$ cat src/inc/pbw_pkg.sv
// constants for the bridge window and control register block
// What this block does
// Base register bits 15:4 hold address 31:20; low 20 base bits decode as zero.
// Limit register bits 15:4 hold address 31:20; low 20 limit bits decode as ones.
// Base and limit read 000b in bits 3:1 and 1 in bit 0.
// Base upper bits 3:0 give address 35:32, reset all ones; 7:4 reserved.
// Limit upper bits 3:0 give address 35:32, reset zero; 7:4 reserved.
// Memory accesses between base and limit inclusive go to the link as prefetchable.
// Capability pointer is read-only and returns 50h.
// Interrupt line is a plain 8-bit store with no hardware effect.
// Interrupt pin is write-once; 01h..04h select INTA#..INTD#, others reserved.
// Secondary hot reset bit drives hot reset and holds link training in reset.
// After the bit clears and minimum time passes, both link ends go to detect.
// Secondary hot reset leaves these configuration registers unchanged.
// Video route enable sends legacy VGA I/O and memory accesses to this port.
// Software sets video route enable on at most one port; hardware does not check.
// Legacy gap enable sends I/O hits in last 768 bytes of each 1 KB to hub link.
// System error forward enable gates error messages from link to hub link.
// Poison response enable gates poisoned-packet reporting only; other errors stay reportable.
// Vendor command bit 3 set disables the completion timeout timer.
// Vendor command bit 1 set puts Enable Loopback in transmitted TS1 and TS2.
// Turn-off request is set by software, cleared on acknowledge or link down.
// Turn-off acknowledge sets on acknowledge while requested; cleared by write 1 or link down.
// Vendor status bit 1 mirrors the link active indication.
// Reserved and read-only bits ignore writes and read fixed values, zero if reserved.
package pbw_pkg;
	localparam int CFG_AW = 8;
	localparam int ADDR_W = 36;
	localparam int IO_AW = 16;
	// byte offsets in configuration space
	localparam logic [7:0] OFF_PBASE_LO = 8'h24;
	localparam logic [7:0] OFF_PBASE_HI = 8'h25;
	localparam logic [7:0] OFF_PLIM_LO = 8'h26;
	localparam logic [7:0] OFF_PLIM_HI = 8'h27;
	localparam logic [7:0] OFF_PBASE_UP = 8'h28;
	localparam logic [7:0] OFF_PLIM_UP = 8'h2C;
	localparam logic [7:0] OFF_CAPABILITY_LIST_POINTER = 8'h34;
	localparam logic [7:0] OFF_INT_LINE = 8'h3C;
	localparam logic [7:0] OFF_INT_PIN = 8'h3D;
	localparam logic [7:0] OFF_BCTL = 8'h3E;
	localparam logic [7:0] OFF_VCMD0 = 8'h44;
	localparam logic [7:0] OFF_VCMD1 = 8'h45;
	localparam logic [7:0] OFF_VSTS0 = 8'h46;
	localparam logic [7:0] OFF_VSTS1 = 8'h47;
	// reset and fixed values
	localparam logic [11:0] RST_PBASE = 12'hFFF;
	localparam logic [11:0] RST_PLIM = 12'h000;
	localparam logic [3:0] RST_PBASU = 4'hF;
	localparam logic [3:0] RST_PLMTU = 4'h0;
	localparam logic [7:0] RST_INT_PIN = 8'h02;
	localparam logic [3:0] WIN_LOW_BITS = 4'h1;
	localparam logic [7:0] CAPABILITY_LIST_POINTER_VAL = 8'h50;
	localparam logic [19:0] WIN_LOW_ONES = 20'hF_FFFF;
	localparam logic [19:0] WIN_LOW_ZERO = 20'h0_0000;
	// bridge control bit positions
	localparam int BC_PERR = 0;
	localparam int BC_SERR = 1;
	localparam int BC_ISA = 2;
	localparam int BC_VGA = 3;
	localparam int BC_SRST = 6;
	// vendor command and status bit positions
	localparam int VC_TOREQ = 0;
	localparam int VC_LPBK = 1;
	localparam int VC_CTO = 3;
	localparam int VS_TOACK = 0;
	localparam int VS_LINK = 1;
	// legacy video ranges
	localparam logic [ADDR_W-1:0] VGA_MEM_LO = 36'h0_000A_0000;
	localparam logic [ADDR_W-1:0] VGA_MEM_HI = 36'h0_000B_FFFF;
	localparam logic [IO_AW-1:0] VGA_IO1_LO = 16'h03B0;
	localparam logic [IO_AW-1:0] VGA_IO1_HI = 16'h03BB;
	localparam logic [IO_AW-1:0] VGA_IO2_LO = 16'h03C0;
	localparam logic [IO_AW-1:0] VGA_IO2_HI = 16'h03DF;
endpackage

$ cat src/rtl/pbw_window_ctrl.sv
// bridge window decode, bridge control and vendor link control registers
`timescale 1ns/1ps
module pbw_window_ctrl #(
	parameter int HR_MIN_CYCLES = 16
) (
	// clock and reset
	input wire logic ref_clk,
	input wire logic arst_n,
	// configuration access, one byte per access
	input wire logic cfg_wr,
	input wire logic cfg_rd,
	input wire logic [pbw_pkg::CFG_AW-1:0] cfg_addr,
	input wire logic [7:0] cfg_wdata,
	output logic [7:0] cfg_rdata,
	output logic cfg_rvalid,
	// processor memory and I/O requests
	input wire logic mem_req_valid,
	input wire logic [pbw_pkg::ADDR_W-1:0] mem_req_addr,
	input wire logic io_req_valid,
	input wire logic [pbw_pkg::IO_AW-1:0] io_req_addr,
	input wire logic io_in_window,
	output logic prefetch_fwd,
	output logic vga_mem_fwd,
	output logic io_to_port,
	output logic io_to_hub,
	// error messages from the link
	input wire logic serr_msg_rx,
	input wire logic poison_rx,
	output logic serr_to_hub,
	// link and transaction layer controls
	input wire logic link_active,
	input wire logic turn_off_ack_rx,
	output logic secondary_hot_reset,
	output logic completion_timeout_disable,
	output logic loopback_enable,
	output logic turn_off_request
);
	import pbw_pkg::*;

	localparam int CW = $clog2(HR_MIN_CYCLES + 1);
	localparam logic [CW-1:0] HR_LOAD = CW'(HR_MIN_CYCLES);
	localparam logic [CW-1:0] CNT_ONE = CW'(1);

	typedef struct packed {
		logic [11:0] prefetch_window_base;
		logic [11:0] prefetch_window_limit;
		logic [3:0] prefetch_window_base_upper;
		logic [3:0] prefetch_window_limit_upper;
		logic [7:0] interrupt_line_number;
		logic [7:0] interrupt_pin_select;
		logic pin_locked;
		logic secondary_hot_reset_req;
		logic legacy_video_route_enable;
		logic legacy_io_gap_enable;
		logic system_error_forward_enable;
		logic poison_response_enable;
		logic cto_disable;
		logic loopback;
		logic turn_off_request;
		logic turn_off_acknowledge;
		logic [CW-1:0] hr_cnt;
		logic hot_reset;
		logic [7:0] rdata;
		logic rvalid;
		logic pf_fwd;
		logic vga_fwd;
		logic io_port;
		logic io_hub;
		logic serr_hub;
	} pbw_state_s;

	pbw_state_s st;
	pbw_state_s next_st;

	// --------------------------------------------------------------
	// read decode
	// --------------------------------------------------------------
	function automatic logic [7:0] read_byte(input logic [CFG_AW-1:0] a, input pbw_state_s s, input logic lnk);
		logic [7:0] d;
		d = 8'h00;
		case (a)
			OFF_PBASE_LO: d = {s.prefetch_window_base[3:0], WIN_LOW_BITS};
			OFF_PBASE_HI: d = s.prefetch_window_base[11:4];
			OFF_PLIM_LO: d = {s.prefetch_window_limit[3:0], WIN_LOW_BITS};
			OFF_PLIM_HI: d = s.prefetch_window_limit[11:4];
			OFF_PBASE_UP: d = {4'h0, s.prefetch_window_base_upper};
			OFF_PLIM_UP: d = {4'h0, s.prefetch_window_limit_upper};
			OFF_CAPABILITY_LIST_POINTER: d = CAPABILITY_LIST_POINTER_VAL;
			OFF_INT_LINE: d = s.interrupt_line_number;
			OFF_INT_PIN: d = s.interrupt_pin_select;
			OFF_BCTL: begin
				d[BC_SRST] = s.secondary_hot_reset_req;
				d[BC_VGA] = s.legacy_video_route_enable;
				d[BC_ISA] = s.legacy_io_gap_enable;
				d[BC_SERR] = s.system_error_forward_enable;
				d[BC_PERR] = s.poison_response_enable;
			end
			OFF_VCMD1: begin
				d[VC_CTO] = s.cto_disable;
				d[VC_LPBK] = s.loopback;
				d[VC_TOREQ] = s.turn_off_request;
			end
			OFF_VSTS1: begin
				d[VS_LINK] = lnk;
				d[VS_TOACK] = s.turn_off_acknowledge;
			end
			// vendor command/status zero and unmapped bytes read zero
			default: d = 8'h00;
		endcase
		return d;
	endfunction

	function automatic logic in_range(input logic [ADDR_W-1:0] a, input logic [ADDR_W-1:0] lo,
		input logic [ADDR_W-1:0] hi);
		return (a >= lo) && (a <= hi);
	endfunction

	// --------------------------------------------------------------
	// window assembly
	// --------------------------------------------------------------
	logic [ADDR_W-1:0] win_base;
	logic [ADDR_W-1:0] win_limit;
	logic vga_io_hit;
	logic link_down;
	logic wr_bctl;
	logic wr_vcmd1;
	logic wr_vsts1;
	logic ack_event;

	always_comb begin
		win_base = {st.prefetch_window_base_upper, st.prefetch_window_base, WIN_LOW_ZERO};
		win_limit = {st.prefetch_window_limit_upper, st.prefetch_window_limit, WIN_LOW_ONES};
		vga_io_hit = ((io_req_addr >= VGA_IO1_LO) && (io_req_addr <= VGA_IO1_HI)) ||
			((io_req_addr >= VGA_IO2_LO) && (io_req_addr <= VGA_IO2_HI));
		link_down = !link_active;
		wr_bctl = cfg_wr && (cfg_addr == OFF_BCTL);
		wr_vcmd1 = cfg_wr && (cfg_addr == OFF_VCMD1);
		wr_vsts1 = cfg_wr && (cfg_addr == OFF_VSTS1);
		ack_event = st.turn_off_request && turn_off_ack_rx;
	end

	// --------------------------------------------------------------
	// next state
	// --------------------------------------------------------------
	always_comb begin
		next_st = st;
		// configuration writes; read-only and reserved bits are never stored
		if (cfg_wr) begin
			case (cfg_addr)
				OFF_PBASE_LO: next_st.prefetch_window_base[3:0] = cfg_wdata[7:4];
				OFF_PBASE_HI: next_st.prefetch_window_base[11:4] = cfg_wdata;
				OFF_PLIM_LO: next_st.prefetch_window_limit[3:0] = cfg_wdata[7:4];
				OFF_PLIM_HI: next_st.prefetch_window_limit[11:4] = cfg_wdata;
				OFF_PBASE_UP: next_st.prefetch_window_base_upper = cfg_wdata[3:0];
				OFF_PLIM_UP: next_st.prefetch_window_limit_upper = cfg_wdata[3:0];
				OFF_INT_LINE: next_st.interrupt_line_number = cfg_wdata;
				OFF_INT_PIN: begin
					if (!st.pin_locked) begin
						next_st.interrupt_pin_select = cfg_wdata;
						next_st.pin_locked = 1'b1;
					end
				end
				OFF_BCTL: begin
					next_st.secondary_hot_reset_req = cfg_wdata[BC_SRST];
					next_st.legacy_video_route_enable = cfg_wdata[BC_VGA];
					next_st.legacy_io_gap_enable = cfg_wdata[BC_ISA];
					next_st.system_error_forward_enable = cfg_wdata[BC_SERR];
					next_st.poison_response_enable = cfg_wdata[BC_PERR];
				end
				OFF_VCMD1: begin
					next_st.cto_disable = cfg_wdata[VC_CTO];
					next_st.loopback = cfg_wdata[VC_LPBK];
				end
				default: begin
				end
			endcase
		end
		// turn-off handshake: software sets the request, hardware ends it
		if (wr_vcmd1 && cfg_wdata[VC_TOREQ]) begin
			next_st.turn_off_request = 1'b1;
		end
		if (wr_vsts1 && cfg_wdata[VS_TOACK]) begin
			next_st.turn_off_acknowledge = 1'b0;
		end
		// an acknowledge in the same cycle as a clearing write still lands
		if (ack_event) begin
			next_st.turn_off_acknowledge = 1'b1;
			next_st.turn_off_request = 1'b0;
		end
		if (link_down) begin
			next_st.turn_off_request = 1'b0;
			next_st.turn_off_acknowledge = 1'b0;
		end
		// hot reset: asserted the cycle after the bit sets, held at least the minimum time after assertion
		if (!st.hot_reset) begin
			if (st.secondary_hot_reset_req) begin
				next_st.hot_reset = 1'b1;
				next_st.hr_cnt = HR_LOAD;
			end
		end else begin
			if (st.hr_cnt != '0) begin
				next_st.hr_cnt = st.hr_cnt - CNT_ONE;
			end else if (!st.secondary_hot_reset_req) begin
				next_st.hot_reset = 1'b0;
			end
		end
		// configuration reads answer one cycle later
		next_st.rvalid = cfg_rd;
		next_st.rdata = cfg_rd ? read_byte(cfg_addr, st, link_active) : 8'h00;
		// request routing
		next_st.pf_fwd = mem_req_valid && in_range(mem_req_addr, win_base, win_limit);
		next_st.vga_fwd = mem_req_valid && st.legacy_video_route_enable &&
			in_range(mem_req_addr, VGA_MEM_LO, VGA_MEM_HI);
		next_st.io_port = 1'b0;
		next_st.io_hub = 1'b0;
		if (io_req_valid) begin
			if (st.legacy_video_route_enable && vga_io_hit) begin
				next_st.io_port = 1'b1;
			end else if (io_in_window) begin
				if (st.legacy_io_gap_enable && (io_req_addr[9:8] != 2'b00)) begin
					next_st.io_hub = 1'b1;
				end else begin
					next_st.io_port = 1'b1;
				end
			end else begin
				next_st.io_hub = 1'b1;
			end
		end
		// error forwarding toward the hub link
		next_st.serr_hub = st.system_error_forward_enable &&
			(serr_msg_rx || (poison_rx && st.poison_response_enable));
	end

	// --------------------------------------------------------------
	// state register
	// --------------------------------------------------------------
	// only arst_n resets this state; hot reset leaves it intact
	always_ff @(posedge ref_clk or negedge arst_n) begin
		if (!arst_n) begin
			st <= '0;
			st.prefetch_window_base <= RST_PBASE;
			st.prefetch_window_limit <= RST_PLIM;
			st.prefetch_window_base_upper <= RST_PBASU;
			st.prefetch_window_limit_upper <= RST_PLMTU;
			st.interrupt_pin_select <= RST_INT_PIN;
		end else begin
			st <= next_st;
		end
	end

	// --------------------------------------------------------------
	// outputs
	// --------------------------------------------------------------
	assign cfg_rdata = st.rdata;
	assign cfg_rvalid = st.rvalid;
	assign prefetch_fwd = st.pf_fwd;
	assign vga_mem_fwd = st.vga_fwd;
	assign io_to_port = st.io_port;
	assign io_to_hub = st.io_hub;
	assign serr_to_hub = st.serr_hub;
	assign secondary_hot_reset = st.hot_reset;
	assign completion_timeout_disable = st.cto_disable;
	assign loopback_enable = st.loopback;
	assign turn_off_request = st.turn_off_request;
endmodule

$ cat config.mk
export PLATFORM = sky130hd
export DESIGN_NAME = pbw_window_ctrl
export DESIGN_NICKNAME = d
export VERILOG_FILES = /design/src/inc/pbw_pkg.sv /design/src/rtl/pbw_window_ctrl.sv
export SDC_FILE = /design/constraint.sdc
export NUM_CORES = 1
export LEC_CHECK = 0
export BUFFER_PORTS_ARGS = -buffer_cell sky130_fd_sc_hd__buf_2
export CORE_AREA = 2 2 111 113
export CTS_CLUSTER_DIAMETER = 60
export DETAILED_ROUTE_END_ITERATION = 10
export DIE_AREA = 0 0 113 115
export PLACE_DENSITY = 0.57
export SLEW_MARGIN = 5
export SYNTH_ARGS = -nofsm -noshare
export SYNTH_HDL_FRONTEND = slang
export SYNTH_SLANG_ARGS = --single-unit
$ cat constraint.sdc
create_clock -name ref_clk -period 2.1 [get_ports ref_clk]
set_input_delay 0.42 -clock ref_clk [delete_from_list [all_inputs] [get_ports ref_clk]]
set_output_delay 0.42 -clock ref_clk [all_outputs]
set_load 0.05 [all_outputs]
Yosys cells after proc, flatten, opt, wreduce, memory -nomap -nowiden
Index checks and enable logic that the tools add are counted.
{"block": "op_classes", "n_bitwise": 1, "n_lt_le_gt_ge": 8, "add_sub_neg": 1, "reduce_logical": 34, "eq_ne": 15, "muxes": 23}
{"cell": "8-bit by 6-bit == test with 1-bit output, second input constant", "n": 10}
{"cell": "36-bit by 20-bit greater-or-equal comparator with 1-bit output, second input constant", "n": 1}
{"cell": "36-bit greater-or-equal comparator", "n": 1}
{"cell": "36-bit by 20-bit less-or-equal comparator with 1-bit output, second input constant", "n": 1}
{"cell": "36-bit less-or-equal comparator", "n": 1}
{"cell": "16-bit by 10-bit greater-or-equal comparator with 1-bit output, second input constant", "n": 2}
{"cell": "16-bit by 10-bit less-or-equal comparator with 1-bit output, second input constant", "n": 2}
{"cell": "2-bit AND reduction", "n": 11}
{"cell": "2-bit case mux with 10 select lines", "n": 1}
{"cell": "8-bit by 7-bit == test with 1-bit output, second input constant", "n": 2}
{"cell": "1-bit logical AND", "n": 16}
{"cell": "1-bit case mux with 8 select lines", "n": 2}
{"cell": "2-bit case mux with 7 select lines", "n": 1}
{"cell": "6-bit 2-to-1 mux", "n": 2}
{"cell": "1-bit 2-to-1 mux", "n": 10}
{"cell": "8-bit 2-to-1 mux", "n": 1}
{"cell": "1-bit case mux with 7 select lines", "n": 1}
{"cell": "2-bit 2-to-1 mux", "n": 3}
{"cell": "3-bit by 1-bit inequality test with 1-bit output, second input constant", "n": 2}
{"cell": "1-bit case mux with 6 select lines", "n": 1}
{"cell": "5-bit 2-to-1 mux", "n": 1}
{"cell": "5-bit nonzero test", "n": 1}
{"cell": "5-bit by 1-bit subtractor with 5-bit output, second input constant", "n": 1}
{"cell": "2-bit nonzero test", "n": 2}
{"cell": "5 further kinds", "n": 6}
{"block": "word_totals", "word_cells": 109, "register_bits": 78, "inputBits": 79}

Longest topological paths before layout
{"block": "depth", "word_depth": 6, "ltp_mapped": 8, "depth_no_buf": 7}

Least setup slack after synthesis
No wires, ideal clock.
{"block": "synth_path", "kind": "input -> register", "startpoint": "input cfg_addr[0] (netlist name)", "endpoint": "register st[30] (netlist name)", "t_required_ns": 1.972, "arrival_time_ns": 1.781, "path_slack_ns": 0.191, "path_stages": 6, "setup_time_ns": 0.128, "path_cell_list": "buf_2 -> nor2b_1 -> nor3b_2 -> nand2_1 -> nor2_4 -> mux2_1"}
{"block": "synth_between", "elab_chain_cells": 2}
{"item": "start: declaration", "line_no": "pbw_window_ctrl.sv:12", "rtl": "input wire logic [pbw_pkg::CFG_AW-1:0] cfg_addr,"}
{"item": "8-bit by 6-bit == test with 1-bit output", "line_no": "pbw_window_ctrl.sv:149", "rtl": "case (cfg_addr)"}
{"item": "3-bit AND reduction (no line)"}
{"item": "end signal: assignment", "line_no": "pbw_window_ctrl.sv:247", "rtl": "st <= next_st;"}
{"item": "end: declaration", "line_no": "pbw_window_ctrl.sv:72", "rtl": "pbw_state_s st;"}
No other way between the ends.
A chain may end at the register's enable or synchronous reset.

==> flow_metrics.tcl <==
set metrics [dict create \
    slew_headroom_pct 71.0 \
    cts.sinks 78 \
    synth_cell_types 59 \
    synth_area_per_cell_um2 9.98 \
    post_cts_buffers 0 \
    status "finished with violations" \
    async_flop_share_pct 100 \
    syn_inst 460 \
    critPathArrivalTime_ps 2130 \
    crit_type "flop to flop" \
    grt_max_degree 79 \
    globalplace.congestion 0.894 \
    routed_wl_mm 12.7 \
    cp.required_ps 2330 \
    die_h_um 115 \
    synth_compound_area_share_pct 11.8 \
    htreeDepth 3 \
    syn-num-nets 573 \
    yosys-mux-area-fraction_pct 10.6 \
    layout_setup_ws_ps 202 \
    numPortBuffers 94 \
    fillers 1123 \
    num_rows 40 \
    hold_ws_ps 87.3 \
    cp-end-kind "flop" \
    drtIter0Drc 256 \
    grt_pass1_vias 4048 \
    syn2layout_area_growth_pct 23.9 \
    slowest_delay_ps 420 \
    firstDrtPassIters 8 \
    ys_warn_count 0 \
    pre_cts_slack_ps -85.4 \
    ys_seq_elements 78 \
    synth_top_area_share_pct 33.2 \
    leakage_nw 2.76 \
    cts_hold_buf 0 \
    powerDensity_nw_per_um2 720 \
    grt_usage_pct 20.7 \
    final-setup-viol-count 0 \
    n_antenna_cell 0 \
    die_x_um 113 \
    fin_nets 687 \
    clkTransAtPathRegs_ps 70 \
    vias 3941 \
    violations "DRC" \
    drive_above_1_share_pct 30.9 \
    drcViolationCount 7 \
    cp_max_fo 3 \
    clock_path_buffers 2 \
    cpMaxStageDelayCell "nor4_1" \
    clock-skew-final_ps 7.76 \
    synth_seq_area_share_pct 43.0 \
    start_kind "flop" \
    worstMarginPinSlew_ps 435 \
    synth_top_family_by_area "simple AND/OR/NAND/NOR gates" \
    finalMaxSlewViolations 0 \
    synth_area_leaders "dfrtp_1 33%, dfstp_2 9.7%, ha_1 9.3%" \
    antenna_left 0 \
    antenna_found_initial 0 \
    totalNegativeSetupSlack_ps 0 \
    synthXorXnorAreaFrac_pct 0.572 \
    synth_edf_count 0 \
    yosys.area.top_type "dfrtp_1" \
    largest_reg_flops 60 \
    via_per_inst 5.43 \
    clk_latency_ps 340 \
    cts-buffers-inserted 9 \
    hold_violations 0 \
    initial_core_util_pct 38.9 \
    min_period_ps 1900 \
    wl_per_cell_um 17.5 \
    crit_chain "inv_1, ha_1, nand4_1, nor4_1, nand3_1, a221oi_1" \
    ctsRootBufferMaster "clkbuf_16" \
    post-dp-hpwl_mm 10.0 \
    core_region_area_um2 11800 \
    ys_top_cells_by_count "61 x dfrtp_1, 48 x nand2_1, 39 x inv_1" \
    cts_tree "yes" \
    fmax_ghz 0.527 \
    synth-simple-area-share_pct 18.6 \
    synthAdderAreaFrac_pct 9.26 \
    ir_drop_mv 0.335 \
    ys.flop_type "dfrtp_1" \
    regMostFlops "st" \
    pin_count 97 \
    grt_setup_unrepaired "false" \
    min_path_type "input pin to asynchronous set/reset pin" \
    synth_most_common_cell "dfrtp_1" \
    overflow 0 \
    grt_pass1_wl_mm 21.0 \
    max_cap_viol_count 0 \
    netlist_area_um2 4590 \
    die_area_um2 13000 \
    period_share_pct 90.4 \
]
[cells in the final DEF (no fill, tap or decap), types with 3 or more instances in the layout]
cell type  Yosys  routed
buf_2          4      93
dfrtp_1       61      61
nand2_1       48      48
inv_1         39      39
ha_1          34      34
buf_4         10      29
mux2_1        24      24
o21ai_1       20      20
nor2_1        18      18
a21oi_1       18      18
dfstp_2       17      17
nor4_1        16      15
o21ai_0       14      14
nand3_1       14      14
mux2_2        14      14
nand4_1       13      13
nor2b_1        9       9
clkbuf_16      0       9
a221oi_1       7       7
mux2i_1        6       6
and3_1         6       6
nand2b_1       5       5
a211oi_1       4       4
o211ai_1       3       3
nor4b_1        4       3
a22oi_1        3       3
xnor2_1        3       3
inv_6          0       3
[cells by family (layout without fill, tap and decap cells)]
kind of cell / Yosys count / after routing
adders and majority gates: 34 / 34
buffers and inverters: 60 / 179
and+or+nand+nor: 154 / 154
xor gates and xnor gates: 3 / 3
AOI/OAI and AO/OA: 87 / 87
muxes: 44 / 44
DFF: 78 / 78
[path summary, 6_finish.rpt]
path,cells past startpoint,slack (ps),endpoint,start
max,6,200,prefetch_fwd$_DFF_PN0_,st[48]$_DFFE_PN0P_
min,2,90,st[57]$_DFFE_PN0P_,arst_n
min in group ref_clk,2,270,vga_mem_fwd$_DFF_PN0_,mem_req_addr[18]
max in group asynchronous,2,1640,st[31]$_DFFE_PN1P_,arst_n
min reg2reg,1,490,st[32]$_DFFE_PN0P_,st[32]$_DFFE_PN0P_
max reg2reg,6,200,prefetch_fwd$_DFF_PN0_,st[48]$_DFFE_PN0P_
[critical path: cells and delay by family, from the launching register on]
kind | cells | cell delay, ps
simple gates | 3 | 680
flops | 1 | 400
compound gates | 1 | 330
fa+ha+maj | 1 | 310
buf+inv | 1 | 70
[per-stage QoR]
stage	utilization [%]	total power, mW	cells	instance area [um2]
6_report	48.2	4.09	726	5690
5_1_grt	48.2	4.33	726	5690
4_1_cts	48.0	4.13	726	5670
3_5_place_dp	45.4	2.52	710	5360
3_3_place_gp	45.4	2.48	710	5360
2_1_floorplan	-	2.18	460	4590
[per-layer routing]
metal	GRT usage, %	part of all wire (%)	wire (um)	vias up
met2	34.4	48	6180	89
met3	3.85	4.1	516	5
met5	0	0	0	-
met4	5.69	1.1	134	0
met1	27.9	46	5910	1937
li1	-	-	-	1910
[power breakdown]
part / internal (mW) / total (mW) / leakage, nW / switching (mW)
clock: 0.935 / 1.60 / 0.143 / 0.666
combinational: 0.304 / 0.744 / 1.66 / 0.440
sequential: 1.65 / 1.75 / 0.952 / 0.0995
total: 2.89 / 4.09 / 2.76 / 1.21
[final cells by class]
class	instances	area (um2)	area share (%)
clock inverters	7	80.1	1.41
flip-flops and latches	78	1970	34.7
multi-input cells	322	2360	41.4
repair buffers	124	723	12.7
clock buffers	9	225	3.96
inverters	39	146	2.57
well taps	147	184	3.23
[timing repair]
item / CTS / global route
endpoints found under the hold margin: 0 / 0
endpoints found under the setup margin: 0 / 1
resized for setup: 0 / 3
No activity file was read; power rests on OpenSTA's default activity.
